===== config.mk =====
export PLATFORM = sky130hd
export DESIGN_NAME = iat_regs
export DESIGN_NICKNAME = d
export VERILOG_FILES = /design/src/iat_pkg.sv /design/src/iat_regs.sv /design/src/iat_compare.sv
export SDC_FILE = /design/constraint.sdc
export NUM_CORES = 1
export LEC_CHECK = 0
export BUFFER_PORTS_ARGS = -buffer_cell sky130_fd_sc_hd__buf_2
export CAP_MARGIN = 0
export CORE_MARGIN = 5
export CORE_UTILIZATION = 55
export DETAILED_ROUTE_END_ITERATION = 7
export PLACE_DENSITY = 0.83
export SLEW_MARGIN = 10
export SYNTH_ARGS = -nofsm -noshare
export SYNTH_HDL_FRONTEND = slang
export SYNTH_SLANG_ARGS = --single-unit

===== constraint.sdc =====
create_clock -name CLK -period 3.71 [get_ports CLK]
set_clock_uncertainty 0.15 [all_clocks]
set_input_delay 0 -clock CLK [delete_from_list [all_inputs] [get_ports CLK]]
set_output_delay 0 -clock CLK [all_outputs]
set_load 0.1 [all_outputs]

===== src/iat_pkg.sv =====
// package: register map, field layout and types of the input alarm limit bank
package iat_pkg;

    localparam logic [7:0]  IAT_OFF_ALARM_FLAGS  = 8'h20;
    localparam logic [7:0]  IAT_OFF_UPPER_LIMIT  = 8'h24;
    localparam logic [7:0]  IAT_OFF_LOWER_LIMIT  = 8'h28;
    localparam logic [7:0]  IAT_OFF_IRQ_STATUS   = 8'h30;
    localparam logic [7:0]  IAT_OFF_IRQ_MASK     = 8'h34;
    localparam logic [7:0]  IAT_OFF_SAMPLE       = 8'h38;

    localparam logic [15:0] IAT_UPPER_RESET      = 16'hffff;
    localparam logic [15:0] IAT_LOWER_RESET      = 16'h0000;
    localparam logic [7:0]  IAT_HYST_RESET       = 8'h00;

    localparam int          IAT_HYST_LSB         = 24;
    localparam int          IAT_HYST_AMT_LSB     = 30;
    localparam int          IAT_LIMIT_CMP_LSB    = 4;

    localparam int          IAT_FLAG_SUMMARY     = 0;
    localparam int          IAT_FLAG_TRP_UPPER   = 4;
    localparam int          IAT_FLAG_TRP_LOWER   = 5;
    localparam int          IAT_FLAG_ACT_UPPER   = 10;
    localparam int          IAT_FLAG_ACT_LOWER   = 11;

    // irq status/mask bit positions
    localparam int          IAT_IRQ_UPPER        = 0;
    localparam int          IAT_IRQ_LOWER        = 1;

    typedef struct packed {
        logic [11:0] upper;
        logic [11:0] lower;
        logic [1:0]  hyst;
        logic [11:0] sample;
        logic        sample_valid;
    } iat_cmp_in_s;

    typedef struct packed {
        logic active_upper;
        logic active_lower;
        logic trip_upper;
        logic trip_lower;
    } iat_cmp_out_s;

endpackage


===== src/iat_regs.sv =====
// APB register bank holding the input alarm limits, hysteresis and alarm flags
//
// What this block does
// - top two hysteresis bits set alarm hysteresis
// - upper limit compares bits 15:4, resets ffff
// - lower limit compares bits 15:4, resets 0000
// - upper register bits 23:16 read zero
// - lower register upper half reads zero
// - upper register bytes at 24h to 27h
// - lower register bytes at 28h to 2bh
// - separate active and tripped upper/lower flags
// - summary bit is OR of tripped flags
`timescale 1ns/100ps
module iat_regs
    import iat_pkg::*;
(
    // clock and reset
    input  wire logic        CLK,
    input  wire logic        NRST,
    // apb slave
    input  wire logic        PSEL,
    input  wire logic        PENABLE,
    input  wire logic        PWRITE,
    input  wire logic [7:0]  PADDR,
    input  wire logic [31:0] PWDATA,
    input  wire logic [3:0]  PSTRB,
    output logic      [31:0] PRDATA,
    output logic             PREADY,
    output logic             PSLVERR,
    // conversion results
    input  wire logic [11:0] SAMPLE,
    input  wire logic        SAMPLE_VALID,
    // alarm outputs
    output logic             ALARM,
    output logic             IRQ
);

    typedef struct packed {
        logic [7:0]  hyst;
        logic [15:0] upper;
        logic [15:0] lower;
        logic [1:0]  irq_status;
        logic [1:0]  irq_mask;
        logic [11:0] last_sample;
        logic [31:0] rdata;
        logic        ready;
        logic        slverr;
        logic        alarm;
        logic        irq;
    } iat_state_s;

    iat_state_s   s_q;
    iat_state_s   s_d;
    iat_cmp_in_s  cmp_in;
    iat_cmp_out_s cmp_out;
    iat_cmp_out_s cmp_prev_q;
    logic         clr_trip;

    ////////////////////////////////////////////////////////////////////////////////
    // byte-lane merge, reused for both limit registers

    function automatic logic [31:0] lane_merge(input logic [31:0] old_v,
                                               input logic [31:0] new_v,
                                               input logic [3:0]  strb);
        logic [31:0] r;
        r = old_v;
        for (int i = 0; i < 4; i++) begin
            if (strb[i]) begin
                r[i*8 +: 8] = new_v[i*8 +: 8];
            end
        end
        return r;
    endfunction

    function automatic logic [31:0] upper_word(input iat_state_s s);
        // reserved 23:16 kept as constant zero
        return {s.hyst, 8'h00, s.upper};
    endfunction

    function automatic logic [31:0] flag_word(input iat_cmp_out_s f);
        logic [31:0] w;
        w = 32'h0000_0000;
        w[IAT_FLAG_ACT_UPPER] = f.active_upper;
        w[IAT_FLAG_ACT_LOWER] = f.active_lower;
        w[IAT_FLAG_TRP_UPPER] = f.trip_upper;
        w[IAT_FLAG_TRP_LOWER] = f.trip_lower;
        w[IAT_FLAG_SUMMARY]   = f.trip_upper | f.trip_lower;
        return w;
    endfunction

    ////////////////////////////////////////////////////////////////////////////////
    // comparator

    always_comb begin
        cmp_in.upper        = s_q.upper[15:IAT_LIMIT_CMP_LSB];
        cmp_in.lower        = s_q.lower[15:IAT_LIMIT_CMP_LSB];
        cmp_in.hyst         = s_q.hyst[7:6];
        cmp_in.sample       = SAMPLE;
        cmp_in.sample_valid = SAMPLE_VALID;
    end

    // reading the flag word clears the tripped latches; active flags follow input
    assign clr_trip = PSEL && PENABLE && !PWRITE && s_q.ready == 1'b0
                      && PADDR == IAT_OFF_ALARM_FLAGS;

    iat_compare u_compare (
        .clk     (CLK),
        .nrst    (NRST),
        .cmp_in  (cmp_in),
        .clr_trip(clr_trip),
        .cmp_out (cmp_out)
    );

    always_ff @(posedge CLK) begin
        if (!NRST) begin
            cmp_prev_q <= '0;
        end else begin
            cmp_prev_q <= cmp_out;
        end
    end

    ////////////////////////////////////////////////////////////////////////////////
    // register state

    always_comb begin
        logic        acc;
        logic [31:0] m;
        logic [1:0]  ev;
        acc = PSEL && PENABLE && !s_q.ready;
        m   = 32'h0000_0000;
        ev  = {cmp_out.trip_lower & ~cmp_prev_q.trip_lower,
               cmp_out.trip_upper & ~cmp_prev_q.trip_upper};
        s_d = s_q;
        s_d.ready  = acc;
        s_d.slverr = 1'b0;
        s_d.rdata  = 32'h0000_0000;
        if (SAMPLE_VALID) begin
            s_d.last_sample = SAMPLE;
        end
        if (acc && PWRITE) begin
            unique case (PADDR)
                IAT_OFF_UPPER_LIMIT: begin
                    m = lane_merge(upper_word(s_q), PWDATA, PSTRB);
                    s_d.hyst  = m[31:IAT_HYST_LSB];
                    // low nibble stored as written; software keeps it zero
                    s_d.upper = m[15:0];
                end
                IAT_OFF_LOWER_LIMIT: begin
                    m = lane_merge({16'h0000, s_q.lower}, PWDATA, PSTRB);
                    s_d.lower = m[15:0];
                    // upper half dropped, never stored
                end
                IAT_OFF_IRQ_STATUS: begin
                    if (PSTRB[0]) begin
                        s_d.irq_status = s_q.irq_status & ~PWDATA[1:0];
                    end
                end
                IAT_OFF_IRQ_MASK: begin
                    if (PSTRB[0]) begin
                        s_d.irq_mask = PWDATA[1:0];
                    end
                end
                IAT_OFF_ALARM_FLAGS,
                IAT_OFF_SAMPLE: begin
                    // read-only, write ignored
                end
                default: begin
                    s_d.slverr = 1'b1;
                end
            endcase
        end else if (acc) begin
            unique case (PADDR)
                IAT_OFF_UPPER_LIMIT: s_d.rdata = upper_word(s_q);
                IAT_OFF_LOWER_LIMIT: s_d.rdata = {16'h0000, s_q.lower};
                IAT_OFF_ALARM_FLAGS: s_d.rdata = flag_word(cmp_out);
                IAT_OFF_IRQ_STATUS:  s_d.rdata = {30'h0000_0000, s_q.irq_status};
                IAT_OFF_IRQ_MASK:    s_d.rdata = {30'h0000_0000, s_q.irq_mask};
                IAT_OFF_SAMPLE:      s_d.rdata = {20'h0_0000, s_q.last_sample};
                default:             s_d.slverr = 1'b1;
            endcase
        end
        // set wins over a same-cycle clear
        s_d.irq_status = s_d.irq_status | ev;
        s_d.alarm = cmp_out.trip_upper | cmp_out.trip_lower;
        s_d.irq   = |(s_d.irq_status & s_d.irq_mask);
    end

    always_ff @(posedge CLK) begin
        if (!NRST) begin
            s_q             <= '0;
            s_q.hyst        <= IAT_HYST_RESET;
            s_q.upper       <= IAT_UPPER_RESET;
            s_q.lower       <= IAT_LOWER_RESET;
        end else begin
            s_q <= s_d;
        end
    end

    assign PRDATA  = s_q.rdata;
    assign PREADY  = s_q.ready;
    assign PSLVERR = s_q.slverr;
    assign ALARM   = s_q.alarm;
    assign IRQ     = s_q.irq;

    ////////////////////////////////////////////////////////////////////////////////
    // checks

    a_upper_reserved: assert property (@(posedge CLK) disable iff (!NRST)
        PREADY && $past(PADDR) == IAT_OFF_UPPER_LIMIT && !$past(PWRITE) |-> PRDATA[23:16] == 8'h00)
        else $error("upper reserved bits not zero");
    a_lower_reserved: assert property (@(posedge CLK) disable iff (!NRST)
        PREADY && $past(PADDR) == IAT_OFF_LOWER_LIMIT && !$past(PWRITE)
        |-> PRDATA[31:16] == 16'h0000)
        else $error("lower reserved bits not zero");
    a_reserved_ignored: assert property (@(posedge CLK) disable iff (!NRST)
        PSEL && PENABLE && !PREADY && PWRITE && PADDR == IAT_OFF_LOWER_LIMIT
        && PSTRB[1:0] == 2'b00 |=> $stable(s_q.lower))
        else $error("reserved bits stored");
    a_upper_write: assert property (@(posedge CLK) disable iff (!NRST)
        PSEL && PENABLE && !PREADY && PWRITE && PADDR == IAT_OFF_UPPER_LIMIT && PSTRB[0]
        |=> s_q.upper[7:0] == $past(PWDATA[7:0]))
        else $error("upper low byte not written");
    a_lower_write: assert property (@(posedge CLK) disable iff (!NRST)
        PSEL && PENABLE && !PREADY && PWRITE && PADDR == IAT_OFF_LOWER_LIMIT && PSTRB[1]
        |=> s_q.lower[15:8] == $past(PWDATA[15:8]))
        else $error("lower high byte not written");
    a_summary_or: assert property (@(posedge CLK) disable iff (!NRST)
        ALARM == $past(cmp_out.trip_upper | cmp_out.trip_lower))
        else $error("summary not OR of trips");
    a_hyst_feed: assert property (@(posedge CLK) disable iff (!NRST)
        PSEL && PENABLE && !PREADY && PWRITE && PADDR == IAT_OFF_UPPER_LIMIT && PSTRB[3]
        |=> cmp_in.hyst == $past(PWDATA[31:IAT_HYST_AMT_LSB]))
        else $error("hysteresis not from top bits");
    a_ready_one: assert property (@(posedge CLK) disable iff (!NRST)
        PSEL && PENABLE && !PREADY |=> PREADY ##1 !PREADY)
        else $error("apb answer not one cycle");

    a_ready_idle: assert property (@(posedge CLK) disable iff (!NRST)
        !(PSEL && PENABLE) |=> !PREADY)
        else $error("pready without access");
    a_rdata_idle: assert property (@(posedge CLK) disable iff (!NRST)
        !PREADY |-> PRDATA == 32'h0000_0000)
        else $error("read data outside answer");

    a_err_ready: assert property (@(posedge CLK) disable iff (!NRST)
        PSLVERR |-> PREADY)
        else $error("error without pready");
    a_write_no_data: assert property (@(posedge CLK) disable iff (!NRST)
        PREADY && $past(PWRITE) |-> PRDATA == 32'h0000_0000)
        else $error("read data on write answer");

    a_misaligned_err: assert property (@(posedge CLK) disable iff (!NRST)
        PSEL && PENABLE && !PREADY && PADDR[1:0] != 2'b00 |=> PSLVERR)
        else $error("byte address not refused");
    a_mapped_no_err: assert property (@(posedge CLK) disable iff (!NRST)
        PSEL && PENABLE && !PREADY
        && (PADDR == IAT_OFF_UPPER_LIMIT || PADDR == IAT_OFF_LOWER_LIMIT) |=> !PSLVERR)
        else $error("limit register refused");

    a_upper_readback: assert property (@(posedge CLK) disable iff (!NRST)
        PSEL && PENABLE && !PREADY && !PWRITE && PADDR == IAT_OFF_UPPER_LIMIT
        |=> PRDATA == {s_q.hyst, 8'h00, s_q.upper})
        else $error("upper read back wrong");
    a_lower_readback: assert property (@(posedge CLK) disable iff (!NRST)
        PSEL && PENABLE && !PREADY && !PWRITE && PADDR == IAT_OFF_LOWER_LIMIT
        |=> PRDATA == {16'h0000, s_q.lower})
        else $error("lower read back wrong");

    a_upper_mid_write: assert property (@(posedge CLK) disable iff (!NRST)
        PSEL && PENABLE && !PREADY && PWRITE && PADDR == IAT_OFF_UPPER_LIMIT && PSTRB[1]
        |=> s_q.upper[15:8] == $past(PWDATA[15:8]))
        else $error("upper high byte not written");
    a_upper_lane_keep: assert property (@(posedge CLK) disable iff (!NRST)
        PSEL && PENABLE && !PREADY && PWRITE && PADDR == IAT_OFF_UPPER_LIMIT && !PSTRB[0]
        |=> $stable(s_q.upper[7:0]))
        else $error("upper low byte changed");
    a_lower_lane_keep: assert property (@(posedge CLK) disable iff (!NRST)
        PSEL && PENABLE && !PREADY && PWRITE && PADDR == IAT_OFF_LOWER_LIMIT && !PSTRB[0]
        |=> $stable(s_q.lower[7:0]))
        else $error("lower low byte changed");

    a_upper_res_ignored: assert property (@(posedge CLK) disable iff (!NRST)
        PSEL && PENABLE && !PREADY && PWRITE && PADDR == IAT_OFF_UPPER_LIMIT
        && PSTRB == 4'b0100 |=> $stable(s_q.upper) && $stable(s_q.hyst))
        else $error("upper reserved lane stored");
    a_idle_keep: assert property (@(posedge CLK) disable iff (!NRST)
        !(PSEL && PENABLE && !PREADY && PWRITE)
        |=> $stable(s_q.upper) && $stable(s_q.lower) && $stable(s_q.hyst))
        else $error("limits changed without write");

    a_flags_summary: assert property (@(posedge CLK) disable iff (!NRST)
        PSEL && PENABLE && !PREADY && !PWRITE && PADDR == IAT_OFF_ALARM_FLAGS
        |=> PRDATA[IAT_FLAG_SUMMARY]
            == (PRDATA[IAT_FLAG_TRP_UPPER] | PRDATA[IAT_FLAG_TRP_LOWER]))
        else $error("summary bit not OR of trips");
    a_flags_reserved: assert property (@(posedge CLK) disable iff (!NRST)
        PSEL && PENABLE && !PREADY && !PWRITE && PADDR == IAT_OFF_ALARM_FLAGS
        |=> PRDATA[31:12] == 20'h0_0000 && PRDATA[9:6] == 4'h0 && PRDATA[3:1] == 3'h0)
        else $error("flag word reserved bits set");
    a_flag_active: assert property (@(posedge CLK) disable iff (!NRST)
        PSEL && PENABLE && !PREADY && !PWRITE && PADDR == IAT_OFF_ALARM_FLAGS
        |=> PRDATA[IAT_FLAG_ACT_UPPER] == $past(cmp_out.active_upper)
            && PRDATA[IAT_FLAG_ACT_LOWER] == $past(cmp_out.active_lower))
        else $error("active flags misreported");
    a_trip_clear: assert property (@(posedge CLK) disable iff (!NRST)
        PSEL && PENABLE && !PREADY && !PWRITE && PADDR == IAT_OFF_ALARM_FLAGS && !SAMPLE_VALID
        |=> !cmp_out.trip_upper && !cmp_out.trip_lower)
        else $error("tripped flags not cleared by read");

    a_irq_level: assert property (@(posedge CLK) disable iff (!NRST)
        IRQ == |(s_q.irq_status & s_q.irq_mask))
        else $error("irq not unmasked status");
    a_irq_set_upper: assert property (@(posedge CLK) disable iff (!NRST)
        cmp_out.trip_upper && !cmp_prev_q.trip_upper |=> s_q.irq_status[IAT_IRQ_UPPER])
        else $error("upper trip event lost");
    a_irq_set_lower: assert property (@(posedge CLK) disable iff (!NRST)
        cmp_out.trip_lower && !cmp_prev_q.trip_lower |=> s_q.irq_status[IAT_IRQ_LOWER])
        else $error("lower trip event lost");
    a_sample_store: assert property (@(posedge CLK) disable iff (!NRST)
        SAMPLE_VALID |=> s_q.last_sample == $past(SAMPLE))
        else $error("last sample not stored");

    a_upper_no_trip: assert property (@(posedge CLK) disable iff (!NRST)
        SAMPLE_VALID && SAMPLE <= s_q.upper[15:IAT_LIMIT_CMP_LSB] && !cmp_out.trip_upper
        |=> !cmp_out.trip_upper)
        else $error("upper tripped at or below limit");
    a_lower_no_trip: assert property (@(posedge CLK) disable iff (!NRST)
        SAMPLE_VALID && SAMPLE >= s_q.lower[15:IAT_LIMIT_CMP_LSB] && !cmp_out.trip_lower
        |=> !cmp_out.trip_lower)
        else $error("lower tripped at or above limit");

    a_upper_hold: assert property (@(posedge CLK) disable iff (!NRST)
        SAMPLE_VALID && cmp_out.active_upper
        && {1'b0, SAMPLE} + {11'h000, s_q.hyst[7:6]} >= {1'b0, s_q.upper[15:IAT_LIMIT_CMP_LSB]}
        |=> cmp_out.active_upper)
        else $error("upper released inside hysteresis");
    a_upper_release: assert property (@(posedge CLK) disable iff (!NRST)
        SAMPLE_VALID
        && {1'b0, SAMPLE} + {11'h000, s_q.hyst[7:6]} < {1'b0, s_q.upper[15:IAT_LIMIT_CMP_LSB]}
        |=> !cmp_out.active_upper)
        else $error("upper not released");

    a_lower_hold: assert property (@(posedge CLK) disable iff (!NRST)
        SAMPLE_VALID && cmp_out.active_lower
        && {1'b0, SAMPLE} <= {1'b0, s_q.lower[15:IAT_LIMIT_CMP_LSB]} + {11'h000, s_q.hyst[7:6]}
        |=> cmp_out.active_lower)
        else $error("lower released inside hysteresis");
    a_lower_release: assert property (@(posedge CLK) disable iff (!NRST)
        SAMPLE_VALID
        && {1'b0, SAMPLE} > {1'b0, s_q.lower[15:IAT_LIMIT_CMP_LSB]} + {11'h000, s_q.hyst[7:6]}
        |=> !cmp_out.active_lower)
        else $error("lower not released");

endmodule


===== src/iat_compare.sv =====
// alarm comparator with hysteresis on the 12-bit conversion result
`timescale 1ns/100ps
module iat_compare
    import iat_pkg::*;
(
    // clock and reset
    input  wire logic          clk,
    input  wire logic          nrst,
    // compare inputs and clear request
    input  wire iat_cmp_in_s   cmp_in,
    input  wire logic          clr_trip,
    // alarm flags
    output iat_cmp_out_s       cmp_out
);

    typedef struct packed {
        iat_cmp_out_s f;
    } iat_cmp_state_s;

    iat_cmp_state_s s_q;
    iat_cmp_state_s s_d;

    always_comb begin
        logic [12:0] up_rel;
        logic [12:0] lo_rel;
        up_rel = 13'h0000;
        lo_rel = 13'h0000;
        s_d = s_q;
        if (clr_trip) begin
            s_d.f.trip_upper = 1'b0;
            s_d.f.trip_lower = 1'b0;
        end
        if (cmp_in.sample_valid) begin
            // release points shifted by the hysteresis amount
            up_rel = {1'b0, cmp_in.upper} - {11'h000, cmp_in.hyst};
            lo_rel = {1'b0, cmp_in.lower} + {11'h000, cmp_in.hyst};
            if (cmp_in.sample > cmp_in.upper) begin
                s_d.f.active_upper = 1'b1;
                s_d.f.trip_upper   = 1'b1;
            // a limit under the hysteresis has no release point, so it never clears
            end else if (cmp_in.upper >= {10'h000, cmp_in.hyst}
                         && {1'b0, cmp_in.sample} < up_rel) begin
                s_d.f.active_upper = 1'b0;
            end
            if (cmp_in.sample < cmp_in.lower) begin
                s_d.f.active_lower = 1'b1;
                s_d.f.trip_lower   = 1'b1;
            end else if ({1'b0, cmp_in.sample} > lo_rel) begin
                s_d.f.active_lower = 1'b0;
            end
        end
    end

    always_ff @(posedge clk) begin
        if (!nrst) begin
            s_q <= '0;
        end else begin
            s_q <= s_d;
        end
    end

    assign cmp_out = s_q.f;

    a_upper_trip: assert property (@(posedge clk) disable iff (!nrst)
        cmp_in.sample_valid && cmp_in.sample > cmp_in.upper |=> cmp_out.trip_upper)
        else $error("upper trip not raised");
    a_lower_trip: assert property (@(posedge clk) disable iff (!nrst)
        cmp_in.sample_valid && cmp_in.sample < cmp_in.lower |=> cmp_out.trip_lower)
        else $error("lower trip not raised");

endmodule


Word level (Yosys, flattened, before mapping)
Index checks and enable logic that the tools add are counted.

Flip-flop bits (word level): 98. Input port bits: 62. Output and inout port bits: 36. Word-level logic and storage cells: 82.

Add/subtract/negate cells: 2. $lt $le $gt $ge: 5. Eq/ne operators: 6. Muxes and demuxes: 17. Bitwise gates (word level): 12. Reduce and logical (&&, ||, !) cells: 21.

Operators with widths (number): $pmux 32 s6 (1); $eq 8x6->1 const B (6); $reduce_and 3->1 (5); $add 12x2->13 (1); $gt 12x13->1 (1); $lt 12x13->1 (1); $sub 12x2->13 (1); $ge 12x2->1 (1); $gt 12x12->1 (1); $lt 12x12->1 (1); $mux 2 (6); $mux 1 (9); $logic_and 1x1->1 (7); $reduce_or 6->1 (1); $not 1->1 (5); $and 2x2->2 (2); $mux 4 (1); $reduce_and 2->1 (2); $reduce_bool 2->1 (2); $reduce_or 3->1 (1); $and 1x1->1 (2); $logic_not 1->1 (2); $not 2->2 (1); $or 2x2->2 (1); other kinds (2) (2).

Depth between registers and ports, before layout
Depth after elaboration: 8. Depth in mapped cells: 14. Depth with buffers taken out: 14.

Hierarchy
Synthesis repeated with hierarchy kept, for this count alone.

Cells, all modules: 576. Area total of the unflattened synthesis: 5375.2 µm².

Modules (own cells, without submodules): iat_regs (times used 1, cells each 363, area an instance 3683.5 µm², sequential area each 1721.7 µm²); iat_compare (times used 1, cells each 213, area an instance 1691.6 µm², sequential area each 80.1 µm²).

Worst setup path before layout
Ideal clock, no wire load.

Path kind: register -> register. From: register s_q, in the netlist cmp_in[14]. To: register u_compare.s_q, in the netlist u_compare.cmp_out[3]. Setup time: 0.124 ns. Data arrival time: 2.762 ns. Required time: 3.436 ns. Slack: 0.673 ns. Cell stages (with the launch flop): 14. Buffers on the path: 0. Cell sequence: dfxtp_1 inv_1 ha_1 a211oi_1 nand2_1 nor3_1 xnor2_1 ha_1 o21ai_0 o21bai_1 a21o_1 a21oi_1 a21oi_1 a2111o_1.

Longest elaborated chain between the ends: 5. Elaborated cells between the ends (all ways): 6. Classes of those cells: add/sub: 1; order compare: 2; reduce/logical: 3.

Ends and longest elaborated chain: start: declaration (RTL line iat_regs.sv:52) `iat_state_s s_q;`; $sub 12x2->13 (RTL line iat_compare.sv:35) `up_rel = {1'b0, cmp_in.upper} - {11'h000, cmp_in.hyst};`; $lt 12x13->1 (RTL line iat_compare.sv:42) `&& {1'b0, cmp_in.sample} < up_rel) begin`; $logic_and 1x1->1 * (RTL line iat_compare.sv:42); $reduce_bool 2->1 (no source line) *; $reduce_and 2->1 (no source line) *; end signal: assignment (RTL line iat_compare.sv:56) `s_q <= '0;`; end signal: assignment (RTL line iat_compare.sv:58) `s_q <= s_d;`; end: declaration (RTL line iat_compare.sv:20) `iat_cmp_state_s s_q;`.

Mark *: on every way between the ends. The rest lies on a longest branch, timed or not. A chain may end at the register's enable or synchronous reset.

Worst setup path after layout
Ends and elaborated chain as after synthesis.

==> metrics.log <==
INFO  metric outcome = finished, final reports clean
INFO  metric power.combinational.fraction = 0.122
INFO  metric power_report.internal_total = about 1.4 mW
INFO  metric layout.cells.most_common = dfxtp_1
INFO  metric ant_nets = 0
INFO  metric nFillCells = approximately 700
INFO  metric final_net_count = ~800
INFO  metric criticalPathCategory = reg -> reg
INFO  metric cts.reportedPaths.clkPinSlew = about 0.1 ns
INFO  metric fp.dieArea = ~11000 um^2
INFO  metric layout_common_cells = dfxtp_1, buf_2, nand2_1
INFO  metric pin_count = a little under 100
INFO  metric ys_ff_latch = 90
INFO  metric reg2reg_slack = 0.54 ns
INFO  metric synth_enable_flop_cells = 0
INFO  metric top_layer = met4
INFO  metric critical_path_start_type = register
INFO  metric wl_met3 = between 1 and 1.5 mm
INFO  metric worst-path-max-fanout = 3
INFO  metric swShare = 0.281
INFO  metric globalRoute.totalOverflow = 0
INFO  metric synth_area_per_cell = just under 9 um^2
INFO  metric clock_power_share = 0.372
INFO  metric ys_dominant_reg_cell = dfxtp_1
INFO  metric final_setup_violations = 0
INFO  metric power.leakage = approximately 2.7 nW
INFO  metric clock_insertion_delay_worst_skew = about 0.37 ns
INFO  metric post_synth_inst_count = 587
INFO  metric crit_required = between 3 and 4 ns
INFO  metric mappedNetlistArea = 5160 um^2
INFO  metric maximum_number_of_pins_on_one_net_before_global_route_repair = 27
INFO  metric number_of_buffer_cells_added_on_primary_ports = 80
INFO  metric timing_max_transition_violations_final = 0
INFO  metric holdCritPathClass = in -> reg
INFO  metric critical_path_arrival = 3.28 ns
INFO  metric tightestPinTransition = 0.848 ns
INFO  metric grt_first_pass_wirelength = ~24 mm
INFO  metric initial_core_util = 0.561
INFO  metric die_w = 107 um
INFO  metric clock_tree.root_cell = clkbuf_8
INFO  metric fin_area = about 6100 um^2
INFO  metric totalWireLength = roughly 14 mm
INFO  metric fp-row-count = 35
INFO  metric routedLengthMet1 = between 6 and 7 mm
INFO  metric timing_hold_violations_final = 0
INFO  metric p_seq_frac = 0.506
INFO  metric ys_async_sr_fraction = 0
INFO  metric numClockSinks = 90
INFO  metric layout_min_cycle_time = ~3.2 ns
INFO  metric final_hpwl_dp = 10.2 mm
INFO  metric detail_route.wl_per_cell = between 15 and 20 um
INFO  metric cts_hold_repair.buffers = 58
INFO  metric cts_repair_resize_count = 0
INFO  metric floorplan.core_area = around 9200 um^2
INFO  metric post-route-period-util = 0.855
INFO  metric tritoncts = done
INFO  metric n_antenna_cell = 0
INFO  metric vias_per_cell = just under 6
INFO  metric area_delta_synth_final = 19.0%
INFO  metric dpl-instance-area = between 5000 and 6000 um^2
INFO  metric warnings_synthesis = 0
INFO  metric timing.max_slew.rel_slack = 0.434
INFO  metric ir_worst_vdd = approximately 0.23 mV
INFO  metric drtPass1Iterations = 7
INFO  metric powerDensity = 317 nW/um^2
INFO  metric post-place-cells = 729
INFO  metric max_freq = about 0.32 GHz
INFO  metric grt_pass1_vias = ~4800
INFO  metric finish.cell_count_without_fillers = 803
INFO  metric cts.path.max_buffers = 2
INFO  metric tightest_hold_margin = 0.0127 ns
INFO  metric place.gp.congestion = 0.931
INFO  metric multi_input_comb_area = roughly 2900 um^2
INFO  metric wl_met2 = around 6.8 mm
INFO  metric synth-seq-area-share = 0.349
INFO  metric timing.critical_path.to_type = register
INFO  metric grtUsageTotal = 0.259
INFO  metric timing.max_cap.violations = 0
INFO  metric area.sequential = around 1800 um^2
INFO  metric die_h = roughly 110 um
INFO  metric rsz0062_at_grt = no
INFO  metric dr.first_iter.drc_count = between 300 and 400
INFO  metric tritoncts.num_buffers = 9
INFO  metric setup-tns-final = 0 ns
INFO  metric cts_htree_levels = 3
INFO  metric grt_antenna_before_repair = 0
INFO  metric drive_gt1_frac = 0.155
INFO  metric drc_violations_left = 0
INFO  metric power_switching = between 0.5 and 0.6 mW
INFO  metric post_cts_setup_buffer_count = 0
INFO  metric detailroute.via_count = between 4000 and 5000
INFO  metric synth_cell_type_count = 52
power by group through the flow:
| stage | registers [mW] | logic (mW) | clock network [mW] |
|---|---|---|---|
| after global routing | 0.986 | 0.257 | 0.769 |
| after CTS | 0.984 | 0.234 | 0.720 |
| final | 0.985 | 0.238 | 0.723 |
| after global placement | 1.01 | 0.190 | 0 |
| after detailed placement | 1.01 | 0.196 | 0 |
| after floorplan | 1.01 | 0.124 | 0 |
state kept, by name, indices dropped and copies added, names as in the netlist:
| signal | flops |
|---|---|
| cmp_prev_q | 2 |
| s_q | 30 |
| PRDATA | 24 |
| PSLVERR | 1 |
| cmp_in | 26 |
| ALARM | 1 |
| IRQ | 1 |
| u_compare.cmp_out | 4 |
| PREADY | 1 |
logic make-up after synthesis:
family	count (synthesis)	share of synthesized area
mux	36	0.0723
compound gates	99	0.130
xor+xnor	20	0.0340
buf+inv	92	0.102
other cells	1	0.000727
simple gates	197	0.183
fa+ha+maj	52	0.129
flops	90	0.349
synth_stat cells, types with 5 or more instances:
cell type	number	area share
dfxtp_1	90	0.35
nand2_1	63	0.046
nor2_1	53	0.039
ha_1	50	0.12
mux2i_1	35	0.068
buf_4	34	0.049
inv_1	33	0.024
a21oi_1	31	0.030
nand3_1	25	0.024
and3_1	20	0.024
xnor2_1	20	0.034
o211ai_1	15	0.022
a22oi_1	13	0.019
clkbuf_1	12	0.0087
nor3_1	10	0.0097
a21o_1	9	0.013
o21ai_0	9	0.0087
nand4_1	7	0.0085
buf_2	6	0.0058
a211oi_1	5	0.0073
final cells by class:
cell class | count | area share
well taps | 111 | 0.0226
clock inverters | 7 | 0.0147
repair buffers | 141 | 0.163
inverters | 33 | 0.0202
clock buffers | 9 | 0.0202
flip-flops and latches | 90 | 0.294
multi-input cells | 412 | 0.465
critical path: stages, from the launching register on:
cell,delay [ns]
dfxtp_1,0.35
inv_1,0.05
ha_1,0.30
a211oi_1,0.42
nand2_1,0.15
nor3_1,0.21
xnor2_1,0.15
ha_1,0.25
o21ai_0,0.15
o21bai_1,0.08
a21o_1,0.17
a21oi_1,0.16
a21oi_1,0.08
a2111o_1,0.39
path summary, 6_finish.rpt:
kind,start,endpoint,cells past startpoint
setup reg to reg,cmp_in[14],u_compare.cmp_out[3],13
hold reg to reg,s_q[85],s_q[85],2
setup / recovery,cmp_in[14],u_compare.cmp_out[3],13
hold / removal,SAMPLE_VALID,s_q[40],3
per-stage QoR:
stage	power, mW	utilization	setup WS, ns
final	1.95	0.667	0.536
after global placement	1.20	0.581	0.616
after detailed placement	1.20	0.581	0.574
after CTS	1.94	0.667	0.550
after floorplan	1.14	-	0.673
after global routing	2.01	0.667	0.254
layer usage:
metal / vias to the layer above / global-route usage
met1: 2221 / 0.337
met4: 0 / 0.0868
met5: - / 0
met3: 30 / 0.0470
li1: 2203 / -
met2: 204 / 0.433
No activity file was read; power rests on OpenSTA's default activity.
